--- config.mk ---
export PLATFORM = sky130hd
export DESIGN_NAME = boe_exec
export DESIGN_NICKNAME = d
export VERILOG_FILES = /design/src/verilog/boe_pkg.sv /design/src/verilog/boe_bit_unit.sv /design/src/verilog/boe_exec.sv
export SDC_FILE = /design/constraint.sdc
export NUM_CORES = 1
export LEC_CHECK = 0
export BUFFER_PORTS_ARGS = -buffer_cell sky130_fd_sc_hd__buf_2
export CAP_MARGIN = 20
export CORE_MARGIN = 8
export CORE_UTILIZATION = 43
export DETAILED_ROUTE_END_ITERATION = 10
export PLACE_DENSITY_LB_ADDON = 0.1
export SKIP_CTS_REPAIR_TIMING = 1
export SLEW_MARGIN = 20
export SYNTH_ARGS = -nofsm -noshare
export SYNTH_HDL_FRONTEND = slang
export SYNTH_SLANG_ARGS = --single-unit
--- constraint.sdc ---
create_clock -name core_clk_i -period 2.2 [get_ports core_clk_i]
set_clock_uncertainty 0.2 [all_clocks]
set_input_delay 0.33 -clock core_clk_i [delete_from_list [all_inputs] [get_ports core_clk_i]]
set_output_delay 0.33 -clock core_clk_i [all_outputs]
set_load 0.02 [all_outputs]
--- src/verilog/boe_pkg.sv ---
// Constants for the bit-oriented instruction execution block
package boe_pkg;
  localparam int IW_WIDTH  = 14;
  localparam int ADDR_W    = 7;
  localparam int BITSEL_W  = 3;
  localparam int DATA_W    = 8;
  localparam int ADDR_LSB  = 0;
  localparam int BSEL_LSB  = 7;
  localparam int OPC_LSB   = 10;
  localparam int OPC_W     = 4;
  localparam logic [3:0] OPC_CLR   = 4'h4;
  localparam logic [3:0] OPC_SET   = 4'h5;
  localparam logic [3:0] OPC_TSTZ  = 4'h6;
  localparam logic [3:0] OPC_TSTO  = 4'h7;
  localparam logic [13:0] NOP_WORD = 14'h0000;
  typedef enum logic [1:0] {
    BOE_NONE, BOE_CLR, BOE_SET, BOE_TEST
  } boe_op_t;
endpackage : boe_pkg

--- src/verilog/boe_bit_unit.sv ---
// Combinational bit modify and test unit
`timescale 1ns/10ps
`default_nettype none
module boe_bit_unit (
  input  wire logic [7:0] data_i,
  input  wire logic [2:0] bsel_i,
  input  wire logic       set_i,
  output logic      [7:0] data_o,
  output logic            bit_o
);
  wire [7:0] mask_w = 8'h01 << bsel_i;
  // Other bits pass unchanged
  assign data_o = set_i ? (data_i | mask_w) : (data_i & ~mask_w);
  assign bit_o  = |(data_i & mask_w);
endmodule : boe_bit_unit
`default_nettype wire

--- src/verilog/boe_exec.sv ---
// Bit-oriented instruction decode and execute stage
// Contract
// - Clear or set selected file bit only
// - Test bit, skip next when zero
// - Test bit, skip next when one
// - Taken skip discards prefetch, runs no-op
// - Single word; set one cycle; test 1(2)
// - Address low seven bits, selector next three
`timescale 1ns/10ps
`default_nettype none
module boe_exec (
  input  wire logic        core_clk_i,
  input  wire logic        rst_i,
  input  wire logic        cyc_en_i,
  input  wire logic [13:0] instr_i,
  input  wire logic [7:0]  rd_data_i,
  output logic      [6:0]  rd_addr_o,
  output logic      [6:0]  wr_addr_o,
  output logic      [7:0]  wr_data_o,
  output logic             wr_en_o,
  output logic             flush_o,
  output logic             skip_nop_o,
  output logic             flags_we_o,
  output logic             busy_o
);
  // ---------------------------------------------------------------
  // Elaboration checks
  // ---------------------------------------------------------------
  // The fixed port widths above only serve this field layout
  if (boe_pkg::ADDR_LSB + boe_pkg::ADDR_W != boe_pkg::BSEL_LSB) begin : g_bad_addr
    $error("address field does not meet the selector field");
  end
  if (boe_pkg::BSEL_LSB + boe_pkg::BITSEL_W != boe_pkg::OPC_LSB) begin : g_bad_bsel
    $error("selector field does not meet the opcode field");
  end
  if (boe_pkg::OPC_LSB + boe_pkg::OPC_W != boe_pkg::IW_WIDTH) begin : g_bad_opc
    $error("opcode field does not end at the word top");
  end
  if ((1 << boe_pkg::BITSEL_W) != boe_pkg::DATA_W) begin : g_bad_data
    $error("selector cannot reach every data bit");
  end
  if (boe_pkg::ADDR_W != 7) begin : g_bad_port
    $error("address ports are seven bits wide");
  end
  // ---------------------------------------------------------------
  // Decode
  // ---------------------------------------------------------------
  wire [3:0] opc_w = instr_i[boe_pkg::OPC_LSB +: boe_pkg::OPC_W];
  wire [6:0] addr_w = instr_i[boe_pkg::ADDR_LSB +: boe_pkg::ADDR_W];
  wire [2:0] bsel_w = instr_i[boe_pkg::BSEL_LSB +: boe_pkg::BITSEL_W];
  // A word replaced by a no-op must not execute, so decode is gated
  wire       live_w = cyc_en_i && !skip_nop_o;
  wire       is_clr_w = live_w && (opc_w == boe_pkg::OPC_CLR);
  wire       is_set_w = live_w && (opc_w == boe_pkg::OPC_SET);
  wire       is_tz_w = live_w && (opc_w == boe_pkg::OPC_TSTZ);
  wire       is_to_w = live_w && (opc_w == boe_pkg::OPC_TSTO);
  wire [7:0] mod_w;
  wire       bit_w;
  boe_bit_unit u_bit (
    .data_i (rd_data_i),
    .bsel_i (bsel_w),
    .set_i  (is_set_w),
    .data_o (mod_w),
    .bit_o  (bit_w)
  );
  wire skip_w = (is_tz_w && !bit_w) || (is_to_w && bit_w);
  // Read address follows instruction so the bit unit sees current data
  always_comb rd_addr_o = addr_w;
  // ---------------------------------------------------------------
  // Execute
  // ---------------------------------------------------------------
  always_ff @(posedge core_clk_i) begin
    if (rst_i) begin
      wr_addr_o  <= 7'h00;
      wr_data_o  <= 8'h00;
      wr_en_o    <= 1'b0;
      flush_o    <= 1'b0;
      skip_nop_o <= 1'b0;
      flags_we_o <= 1'b0;
      busy_o     <= 1'b0;
    end else if (cyc_en_i) begin
      wr_en_o    <= is_clr_w || is_set_w;
      wr_addr_o  <= addr_w;
      wr_data_o  <= mod_w;
      flush_o    <= skip_w;
      skip_nop_o <= skip_w;
      busy_o     <= skip_w;
      flags_we_o <= 1'b0;
    end else begin
      wr_en_o <= 1'b0;
      flush_o <= 1'b0;
    end
  end
  // ---------------------------------------------------------------
  // Checks
  // ---------------------------------------------------------------
  // Skip sequencing: a taken skip is the test cycle plus one no-op
  skip_one_cyc_a: assert property (
    @(posedge core_clk_i) disable iff (rst_i)
    cyc_en_i && skip_w |=> skip_nop_o && flush_o) else $error("skip lost");
  nop_no_write_a: assert property (
    @(posedge core_clk_i) disable iff (rst_i)
    cyc_en_i && skip_nop_o |=> !wr_en_o) else $error("no-op wrote");
  nop_no_skip_a: assert property (
    @(posedge core_clk_i) disable iff (rst_i)
    cyc_en_i && skip_nop_o |=> !skip_nop_o && !flush_o)
    else $error("no-op skipped");
  flush_pulse_a: assert property (
    @(posedge core_clk_i) disable iff (rst_i)
    flush_o |=> !flush_o) else $error("flush held");
  skip_hold_a: assert property (
    @(posedge core_clk_i) disable iff (rst_i)
    skip_nop_o && !cyc_en_i |=> skip_nop_o) else $error("skip dropped");
  busy_copy_a: assert property (
    @(posedge core_clk_i) disable iff (rst_i)
    busy_o == skip_nop_o) else $error("busy differs from skip");
  // ---------------------------------------------------------------
  // Bit tests
  // ---------------------------------------------------------------
  tz_skip_a: assert property (
    @(posedge core_clk_i) disable iff (rst_i)
    is_tz_w && !rd_data_i[bsel_w] |=> skip_nop_o) else $error("tz skip");
  tz_stay_a: assert property (
    @(posedge core_clk_i) disable iff (rst_i)
    is_tz_w && rd_data_i[bsel_w] |=> !skip_nop_o) else $error("tz no skip");
  to_skip_a: assert property (
    @(posedge core_clk_i) disable iff (rst_i)
    is_to_w && rd_data_i[bsel_w] |=> skip_nop_o) else $error("to skip");
  to_stay_a: assert property (
    @(posedge core_clk_i) disable iff (rst_i)
    is_to_w && !rd_data_i[bsel_w] |=> !skip_nop_o) else $error("to no skip");
  test_no_write_a: assert property (
    @(posedge core_clk_i) disable iff (rst_i)
    (is_tz_w || is_to_w) |=> !wr_en_o) else $error("test wrote");
  other_no_skip_a: assert property (
    @(posedge core_clk_i) disable iff (rst_i)
    cyc_en_i && !(is_tz_w || is_to_w) |=> !skip_nop_o)
    else $error("skip without test");
  // ---------------------------------------------------------------
  // Bit writes
  // ---------------------------------------------------------------
  clr_write_a: assert property (
    @(posedge core_clk_i) disable iff (rst_i)
    is_clr_w |=> wr_en_o && !wr_data_o[$past(bsel_w)]) else $error("clr bad");
  clr_keep_a: assert property (
    @(posedge core_clk_i) disable iff (rst_i)
    is_clr_w |=>
      (wr_data_o | (8'h01 << $past(bsel_w))) ==
      ($past(rd_data_i) | (8'h01 << $past(bsel_w))))
    else $error("clr touched other bits");
  set_write_a: assert property (
    @(posedge core_clk_i) disable iff (rst_i)
    is_set_w |=> wr_en_o && wr_data_o[$past(bsel_w)]) else $error("set bad");
  set_keep_a: assert property (
    @(posedge core_clk_i) disable iff (rst_i)
    is_set_w |=>
      (wr_data_o & ~(8'h01 << $past(bsel_w))) ==
      ($past(rd_data_i) & ~(8'h01 << $past(bsel_w))))
    else $error("set touched other bits");
  other_no_write_a: assert property (
    @(posedge core_clk_i) disable iff (rst_i)
    cyc_en_i && !(is_clr_w || is_set_w) |=> !wr_en_o)
    else $error("write without bit op");
  idle_no_write_a: assert property (
    @(posedge core_clk_i) disable iff (rst_i)
    !cyc_en_i |=> !wr_en_o) else $error("write between cycles");
  addr_pass_a: assert property (
    @(posedge core_clk_i) disable iff (rst_i)
    is_set_w |=> wr_addr_o == $past(instr_i[6:0])) else $error("addr");
  clr_addr_a: assert property (
    @(posedge core_clk_i) disable iff (rst_i)
    is_clr_w |=> wr_addr_o == $past(instr_i[6:0])) else $error("clr addr");
  // ---------------------------------------------------------------
  // Status flags
  // ---------------------------------------------------------------
  // No bit operation may touch carry, digit carry or zero
  flags_kept_a: assert property (
    @(posedge core_clk_i) disable iff (rst_i)
    !flags_we_o) else $error("flags touched");
endmodule : boe_exec
`default_nettype wire

== Yosys cells after proc, flatten, opt, wreduce, memory -nomap -nowiden ==
Cells that the tools add are included.
Word-level totals
  output and inout port bits: 27
  logic and storage cells: 29
  bits in registers: 18
  bits of input ports: 25
Operators by class
  reduce and logical (&&, ||, !) cells: 13
  bitwise operators: 5
  equality and inequality tests: 4
  shift operators: 1
  multiplexer cells: 1
Operators with widths (number)
  8-bit AND: 2
  4-bit by 3-bit equality test with 1-bit output (second input constant): 4
  8-bit two-way mux: 1
  8-bit NOT: 1
  8-bit OR: 1
  8-bit OR reduction: 1
  1-bit by 3-bit left shift with 8-bit output (first input constant): 1
  1-bit logical AND: 7
  1-bit logical NOT: 2
  1-bit logical OR: 2
  2-bit OR reduction: 1
  1-bit NOT: 1

== Depth between registers and ports, before layout ==
Gate-level depths: netlist of the first run.
  depth in word-level cells: 6
  mapped depth: 5

== Modules after synthesis ==
From an unflattened synthesis of the first run, not the netlist that was laid out.
Unflattened totals
  cell total of the unflattened synthesis: 92
  area, all modules: 973.4 µm²
Modules (own cells, without submodules)
  boe_exec: seq. area each 360.3 µm², cells each 70, times used 1, area each 745.7 µm²
  boe_bit_unit: seq. area each 0.0 µm², cells each 22, times used 1, area each 227.7 µm²

== Worst setup path before layout of the first run ==
Ideal clock, no wire load.
  path kind: input-to-reg
  from: in instr_i[8]
  to: reg busy_o
  cell stages on the path: 4
  data arrival time: 1353 ps
  setup slack: 515 ps
  cells stage by stage: clkbuf_1 -> mux4_2 -> xnor2_2 -> o32ai_1
On the way
  cells in the longest elaborated chain, start to end: 6
RTL lines
  start, declared: line boe_exec.sv:15  | input wire logic [13:0] instr_i,
  1-bit by 3-bit left shift with 8-bit output (*): line boe_bit_unit.sv:11  | wire [7:0] mask_w = 8'h01 << bsel_i;
  8-bit AND (*): line boe_bit_unit.sv:14  | assign bit_o = |(data_i & mask_w);
  8-bit OR reduction (*): line boe_bit_unit.sv:14
  1-bit logical NOT: line boe_exec.sv:66  | wire skip_w = (is_tz_w && !bit_w) || (is_to_w && bit_w);
  1-bit logical AND: line boe_exec.sv:66
  1-bit logical OR (*): line boe_exec.sv:66
  end signal, assigned: line boe_exec.sv:87  | busy_o <= skip_w;
  end, declared: line boe_exec.sv:24  | output logic busy_o
Every way passes the cells marked *; elsewhere a longest branch is shown, timed or not.
A chain may end at the register's enable or synchronous reset.

==> results of run 1 <==
layer usage:
layer  wire (um)  global-route usage, %  part of all wire (%)
met4          14                   4.27                  0.65
met1         994                   11.2                    46
met3         169                   4.66                   7.9
met2         969                   17.5                    45
met5           0                      0                     0
final cells by class:
type,count,area [um2]
multi-input combinational,63,453
timing repair buffer,51,258
fill,193,857
sequential,18,360
tap,27,33.8
clock buffer,4,36.3
inverter,1,3.75
cells by family after synthesis:
logic type | after synthesis
buffers and inverters | 18
xor gates and xnor gates | 1
AOI/OAI and AO/OA | 9
muxes | 19
other | 1
DFF | 18
and+or+nand+nor | 33
cell usage after synthesis:
cell type  count  area share (%)
buf_4          9             7.3
xnor2_2        1             1.8
mux2i_1       18              20
nand3b_1       2             1.6
nor3_1         2             1.1
buf_1          2            0.81
nand3_1        2             1.1
buf_2          1            0.54
nor3b_2        1             1.4
buf_6          1             1.2
a311oi_1       1            0.95
o32ai_1        1            0.95
nor3b_1        2             1.6
nor2_1        19             7.7
conb_1         1            0.41
mux4_2         1             2.4
nand2_1        4             1.6
nand4bb_1      1             1.2
clkbuf_1       4             1.6
a211oi_1       7             5.7
inv_1          1            0.41
dfxtp_1       18              39
how the worst max path moves through the flow:
stage / startpoint / slack, ns / to / cells past startpoint
final: busy_o / 0.42 / wr_data_o[0] / 4
after global placement: instr_i[13] / 0.37 / wr_data_o[2] / 5
after floorplan: instr_i[8] / 0.51 / busy_o / 4
after CTS: busy_o / 0.44 / wr_data_o[0] / 4
after global routing: busy_o / 0.30 / wr_data_o[0] / 4
after detailed placement: instr_i[13] / 0.35 / wr_data_o[4] / 5
state kept, by name, indices dropped and copies added, names as in the netlist:
signal,count
wr_data_o,8
wr_addr_o,7
busy_o,1
flush_o,1
wr_en_o,1
power by group:
part / internal, W / switching, W / total (W) / leakage (nW)
sequential: 0.000345 / 0.00000810 / 0.000353 / 0.149
clock: 0.000101 / 0.0000968 / 0.000197 / 0.0210
combinational: 0.0000680 / 0.0000947 / 0.000163 / 0.409
total: 0.000513 / 0.000200 / 0.000713 / 0.578
per-stage QoR:
| stage | instances | util, % | setup WS, ns | hold WS, ns |
|---|---|---|---|---|
| final | 164 | 57.2 | 0.423 | 0.0608 |
| after global routing | 164 | 57.2 | 0.302 | 0.0403 |
| after CTS | 164 | 57.2 | 0.440 | 0.0557 |
| after detailed placement | 160 | 55.4 | 0.351 | 0.276 |
| after global placement | 160 | 55.4 | 0.374 | 0.269 |
| after floorplan | 99 | - | 0.515 | 0.209 |
==> results_dict.tcl, run 1 <==
set metrics [dict create \
    htreeDepth 1 \
    clock_sinks 18 \
    fmax_mhz 563 \
    cpMaxStageDelayCell "nor3b_2" \
    post_drt_wl_per_cell_um 13.1 \
    final_common_cell "buf_2" \
    min_from "instr_i[11]" \
    irDropWorstVdd_v 0.000342 \
    cts_root_buffer "clkbuf_4" \
    cp-end-kind "flip-flop" \
    slowest_delay_ns 0.51 \
    ys_ff_latch 18 \
    synth_adder_area_share_pct 0 \
    routed_wirelength_um 2150 \
    drt-initial-drc-count 23 \
    synth_top_family_by_area "multiplexers" \
    ios 52 \
    path_buf_inv 0 \
    regToRegSetupSlack_ns 0.42 \
    power.density_nw_per_um2 623 \
    ys_warn_count 0 \
    synthSimpleGateAreaFrac_pct 17.3 \
    critical_path_class "flip-flop to flip-flop" \
    grt_first_pass_wirelength_um 3420 \
    rsz0062_at_grt "no" \
    cts_tree "yes" \
    start_kind "flip-flop" \
    outcome "completed" \
    antenna_left 0 \
    vias_per_cell 4.76 \
    rr_endpoint "wr_data_o[0]" \
    slew_violations 0 \
    antenna_found_initial 0 \
    worst_pin_slew_ns 0.513 \
    num_rows 16 \
    io_buffers 50 \
    finalHoldViolations 0 \
    grt_max_degree 25 \
    die_w_um 62.3 \
    nets 163 \
    synth-compound-area-share_pct 7.59 \
    hold_path_class "input port to flip-flop" \
    drc_errors 0 \
    p_total_w 0.000713 \
    synthMuxAreaShare_pct 22.0 \
    dpl-instance-area_um2 1110 \
    synth_xor_area_share_pct 1.76 \
    critical_path_peak_fanout 8 \
    relSlewSlack_pct 65.7 \
    clock_latency_ns 0.28 \
    stdcell_area_um2 1140 \
    drv_cap 0 \
    die_y_um 62.3 \
    crit_chain "nand4bb_1, nor3b_2, mux2i_1, a211oi_1" \
    place.detailed.hpwl_um 1690 \
    period_share_pct 80.8 \
    grt_overflow 0 \
    start_util_pct 46.1 \
    first_global_vias 776 \
    vias 780 \
    reg2regPathDepth 4 \
    cts.path.max_buffers 2 \
    finalCriticalPeriod_ns 1.78 \
    antenna_cells 0 \
    coreArea_um2 2000 \
    clkTransAtPathRegs_ns 0.10 \
    area_growth_pct 24.0 \
    gp_congestion 0.730 \
    tns_ns 0 \
    setup_viol 0 \
    numCtsBuffers 3 \
    worstPathRequired_ns 2.21 \
    cp_top_family "simple AND/OR/NAND/NOR gates" \
    min_to "wr_en_o" \
    hold_depth 2 \
    postSynthCellCount 99 \
    synth_cell_types 22 \
    drive_above_1_share_pct 42.3 \
    syn_area_um2 923 \
    syn_area_per_cell_um2 9.33 \
    synth_fp_nets 124 \
    drtPass1Iterations 3 \
    die-area_um2 3890 \
    layout_common_cells "buf_2, nor2_1, mux2i_1, dfxtp_1, a211oi_1" \
    p_leak_nw 0.578 \
    reg2reg_from "busy_o" \
    synth-seq-area-share_pct 39.0 \
    worst_ep_arrival_time_ns 1.79 \
    grt_usage_pct 10.5 \
]
Power figures use the tool's default switching activity.
==> run 2: changes to the inputs <==
- ABC_AREA: not set -> 1
- CORE_UTILIZATION: 43 -> 39
- clock period: 2.2 -> 1.5 ns (I/O delays scaled with it)
==> results_dict.tcl, run 2 <==
set metrics [dict create \
    outcome "completed" \
    drt-met1-wl_um 1190 \
    die-area_um2 4340 \
    worst_path_most_repeated_cell "buf_2" \
    slew_violations 0 \
    slowest_delay_ns 0.54 \
    synth_area_leaders "dfxtp_1, a21oi_1, nor2_1" \
    power.density_nw_per_um2 844 \
    synth_top_area_share_pct 37.1 \
    power.share.switching_pct 31.1 \
    drc_errors 0 \
    synthSimpleGateAreaFrac_pct 29.4 \
    antenna_cells 0 \
    ys.flop_type "dfxtp_1" \
    internal_power_w 0.000763 \
    ys_ff_latch 18 \
    ys_async_sr_fraction_pct 0 \
    io_buffers 50 \
    largest_reg_flops 8 \
    layout_common_cells "buf_2, nor2_1, inv_1, nand2_1, dfxtp_1" \
    synthMuxAreaShare_pct 0 \
    start_kind "input port" \
    synth_cell_types 17 \
    place.detailed.hpwl_um 2140 \
    drive_above_1_share_pct 30.6 \
    fmax_mhz 682 \
    syn_area_um2 971 \
    combinationalPowerShare_pct 25.3 \
    critical_path_class "input port to primary output" \
    irDropWorstVdd_v 0.000590 \
    post_drt_wl_per_cell_um 12.4 \
    drt-initial-drc-count 45 \
    critical_path_peak_fanout 2 \
    tns_ns 0 \
    die_w_um 65.9 \
    clock_latency_ns 0.29 \
    synth_common_cells "nor2_1, dfxtp_1, inv_1, nand2_1, a21oi_1" \
    p_seq_share_pct 47.2 \
    htreeDepth 1 \
    cts_tree "yes" \
    ios 52 \
    drv_cap 0 \
    postSynthCellCount 145 \
    die_y_um 65.9 \
    grt_overflow 0 \
    p_clk_share_pct 27.5 \
    synth_fp_nets 170 \
    setup_viol 0 \
    p_total_w 0.00111 \
    antenna_left 0 \
    synth_top_family_by_area "simple AND/OR/NAND/NOR gates" \
    crit_chain "dlygate4sd3_1, buf_2, buf_2" \
    cts_root_buffer "clkbuf_4" \
    grt_first_pass_wirelength_um 4430 \
    syn_area_per_cell_um2 6.70 \
    synth_edf_count 0 \
    ys_warn_count 0 \
    max_flop_register "wr_data_o" \
    vias 1097 \
    finalCriticalPeriod_ns 1.47 \
    final_common_cell "buf_2" \
    worstPathRequired_ns 1.07 \
    drtPass1Iterations 4 \
    worst_ep_arrival_time_ns 1.04 \
    gp_congestion 0.869 \
    clkTransAtPathRegs_ns 0.10 \
    period_share_pct 97.8 \
    synth-compound-area-share_pct 16.0 \
    vias_per_cell 4.85 \
    cpMaxStageDelayCell "dlygate4sd3_1" \
    synth-seq-area-share_pct 37.1 \
    routed_wirelength_um 2810 \
    numCtsBuffers 3 \
    synth_xor_area_share_pct 0 \
    hold_path_class "input port to flip-flop" \
    top_layer "met4" \
    largestRegisters "wr_data_o: 8 flops, wr_addr_o: 7 flops" \
    grt_max_degree 19 \
    dr_wl_met2_um 1310 \
    cts.path.max_buffers 2 \
    finalHoldViolations 0 \
    grt_usage_pct 12.6 \
    p_sw_w 0.000345 \
    area_growth_pct 35.2 \
    wl_met3_um 274 \
    nets 222 \
    synth.most_common_cell "nor2_1" \
    antenna_found_initial 0 \
    synth_adder_area_share_pct 0 \
    cp-end-kind "primary output" \
    num_rows 18 \
    coreArea_um2 2410 \
    synth_area_leader_cell "dfxtp_1" \
    start_util_pct 40.3 \
    p_leak_nw 0.711 \
    first_global_vias 1011 \
    clock_sinks 18 \
]
run 2: cell types whose count changed after synthesis, sizes merged, moves of 7 or more:
cell    before  now
o21ai        0   15
inv          1   19
nand2        4   19
a21oi        0   16
mux2i       18    0
nand3        2    9
a211oi       7    0
nand4        0    8
run 2: kinds of logic after synthesis:
family                 Yosys count
and+or+nand+nor                 61
other                            1
AOI/OAI and AO/OA               31
DFF                             18
buffers and inverters           34
run 2: final timing paths:
| check | cells after the start | start | slack (ns) | endpoint |
|---|---|---|---|---|
| setup / recovery | 3 | instr_i[5] | 0.03 | rd_addr_o[5] |
| hold / removal | 4 | rst_i | 0.03 | flush_o |
| setup reg to reg | 6 | busy_o | 0.20 | wr_data_o[4] |
| hold reg to reg | 2 | wr_addr_o[0] | 0.31 | wr_addr_o[0] |
run 2: through the flow:
stage	hold WS, ns	util, %	setup slack (ns)	std cells	instance area (um2)
floorplan	0.101	-	0.180	145	971
global placement	0.221	49.2	0.122	213	1190
detailed placement	0.223	49.2	0.0889	213	1190
CTS	-0.100	50.7	0.187	217	1220
global route	0.0353	54.5	-0.000825	226	1310
finish	0.0331	54.5	0.0334	226	1310
run 2: cell type report:
cell class	instances	area (um2)
Timing Repair Buffer	62	363
Fill cell	262	1100
Sequential cell	18	360
Clock buffer	4	36.3
Inverter	19	71.3
Multi-Input combinational cell	93	444
Tap cell	30	37.5
run 2: critical path, delay by kind of cell:
kind,cells,cell delay [ns]
buffers and inverters,3,0.82
run 2: routing by layer:
layer | vias to the layer above | GRT usage, %
met5 | - | 0
met4 | 0 | 4.90
met3 | 5 | 5.25
met2 | 35 | 21.0
met1 | 492 | 14.0
li1 | 565 | -
run 2: power by group through the flow:
| stage | clock network [W] | registers, W | logic, W |
|---|---|---|---|
| 2_1_floorplan | 0 | 0.000573 | 0.000135 |
| 3_3_place_gp | 0 | 0.000533 | 0.000260 |
| 3_5_place_dp | 0 | 0.000534 | 0.000263 |
| 4_1_cts | 0.000314 | 0.000523 | 0.000264 |
| 5_1_grt | 0.000335 | 0.000528 | 0.000309 |
| 6_report | 0.000304 | 0.000523 | 0.000280 |
==> run 3: changes to the inputs <==
- CORE_UTILIZATION: 39 -> 40
- SYNTH_HIERARCHICAL: not set -> 1
==> results_dict.tcl, run 3 <==
set metrics [dict create \
    start_util_pct 41.1 \
    ys.flop_type "dfxtp_1" \
    synth_top_area_share_pct 36.4 \
    synth_area_leader_cell "dfxtp_1" \
    p_sw_w 0.000332 \
    die_w_um 65.8 \
    vias_per_cell 4.63 \
    grt_max_degree 17 \
    ios 52 \
    io_buffers 50 \
    drc_errors 0 \
    first_global_vias 982 \
    place_inst 213 \
    gp_congestion 0.759 \
    antenna_cells 0 \
    antenna_left 0 \
    internal_power_w 0.000759 \
    cpMaxStageDelayCell "dlygate4sd3_1" \
    synth_area_leaders "dfxtp_1, nor2_1, buf_4" \
    worst_ep_arrival_time_ns 1.05 \
    drive_above_1_share_pct 33.0 \
    largestRegisters "wr_data_o: 8 flops, wr_addr_o: 7 flops" \
    ys_async_sr_fraction_pct 0 \
    worst_path_most_repeated_cell "buf_2" \
    die_y_um 65.8 \
    layout_common_cells "buf_2, nor2_1, nand2_1" \
    finalHoldViolations 0 \
    crit_chain "dlygate4sd3_1, buf_2, buf_2" \
    irDropWorstVdd_v 0.000818 \
    fin_hold_ws_ns 0.0174 \
    clock_latency_ns 0.29 \
    grt_usage_pct 12.1 \
    cp_top_family "buffers and inverters" \
    hold_path_class "input port to flip-flop" \
    clock_sinks 18 \
    numCtsBuffers 3 \
    syn_area_per_cell_um2 6.83 \
    slowest_delay_ns 0.54 \
    synth_common_cells "nor2_1, nand2_1, dfxtp_1" \
    p_seq_share_pct 47.7 \
    path_buf_inv 3 \
    htreeDepth 1 \
    power.share.switching_pct 30.4 \
    area_growth_pct 29.9 \
    ys_warn_count 6 \
    syn_area_um2 991 \
    synth_cell_types 17 \
    grt_first_pass_wirelength_um 4290 \
    synth_edf_count 0 \
    largest_reg_flops 8 \
    critical_path_peak_fanout 2 \
    drv_cap 0 \
    vias 1037 \
    combinationalPowerShare_pct 25.1 \
    post_drt_wl_per_cell_um 12.2 \
    synth_fp_nets 170 \
    drtPass1Iterations 4 \
    power.density_nw_per_um2 848 \
    synth.most_common_cell "nor2_1" \
    period_share_pct 98.2 \
    critical_path_class "input port to primary output" \
    synth-seq-area-share_pct 36.4 \
    cts.path.max_buffers 2 \
    postSynthCellCount 145 \
    slew_violations 0 \
    cts_root_buffer "clkbuf_4" \
    p_leak_nw 0.684 \
    num_rows 18 \
    coreArea_um2 2410 \
    finalCriticalPeriod_ns 1.47 \
    worstPathRequired_ns 1.07 \
    final_common_cell "buf_2" \
    setup_viol 0 \
    final_cells 224 \
    start_kind "input port" \
    nets 220 \
    grt_overflow 0 \
    drt-initial-drc-count 25 \
    ys_ff_latch 18 \
    fmax_mhz 679 \
    outcome "completed" \
    cts_tree "yes" \
    clkTransAtPathRegs_ns 0.10 \
    place.detailed.hpwl_um 2020 \
    cp-end-kind "primary output" \
    antenna_found_initial 0 \
    p_clk_share_pct 27.2 \
    routed_wirelength_um 2740 \
    die-area_um2 4330 \
    max_flop_register "wr_data_o" \
]
run 3: cell count changes in the layout (fill, tap and decap cells not counted), moves of 2 or more:
cell,previous run,this run
a21oi_1,16,0
dlygate4sd3_1,9,7
inv_1,18,6
inv_4,0,2
nand2_1,18,21
nand4_1,8,6
nor2_1,21,38
nor3_1,2,0
o21ai_1,0,9
run 3: final timing paths:
check / startpoint / to / slack [ns] / depth (start not counted)
hold / removal: instr_i[11] / wr_en_o / 0.02 / 4
setup reg to reg: busy_o / wr_data_o[6] / 0.11 / 7
setup / recovery: instr_i[3] / rd_addr_o[3] / 0.03 / 3
hold reg to reg: wr_addr_o[1] / wr_addr_o[1] / 0.30 / 2
run 3: kinds of logic after synthesis:
group,synth area share [%]
other,0.378
AND/OR/NAND/NOR,34.3
AO/OA/AOI/OAI,12.4
flip-flops,36.4
buffers and inverters,16.5
run 3: worst min-delay path, cell delays in order:
cell	delay, ns
buf_2	0.08
inv_1	0.04
nand2_1	0.08
nor2_1	0.05
run 3: layout make-up:
type / instances / area [um2]
Multi-Input combinational cell: 102 / 467
Fill cell: 243 / 1120
Timing Repair Buffer: 60 / 343
Inverter: 10 / 42.5
Clock buffer: 4 / 36.3
Sequential cell: 18 / 362
Tap cell: 30 / 37.5
run 3: power groups by stage:
stage	sequential, W	combinational (W)	clock, W
after CTS	0.000521	0.000262	0.000302
after detailed placement	0.000531	0.000260	0
after global routing	0.000524	0.000305	0.000320
after floorplan	0.000567	0.000147	0
final	0.000521	0.000274	0.000297
after global placement	0.000531	0.000258	0
run 3: metrics by stage:
| step | total power, W | TNS (ns) | utilization, % | setup slack, ns | cell area, um2 |
|---|---|---|---|---|---|
| after floorplan | 0.000714 | 0 | - | 0.152 | 991 |
| after global placement | 0.000788 | 0 | 49.0 | 0.0641 | 1180 |
| after detailed placement | 0.000791 | 0 | 49.0 | 0.0385 | 1180 |
| after CTS | 0.00108 | 0 | 50.5 | 0.0676 | 1220 |
| after global routing | 0.00115 | -0.00626 | 53.4 | -0.00626 | 1290 |
| final | 0.00109 | 0 | 53.4 | 0.0276 | 1290 |
run 3: per-layer routing:
layer	track usage (%)	part of all wire [%]	vias up	wire length, um
li1	-	-	559	-
met1	14.0	46	449	1260
met2	20.3	45	29	1240
met3	5.42	9.0	0	247
met4	1.63	0	0	0
met5	0	0	-	0
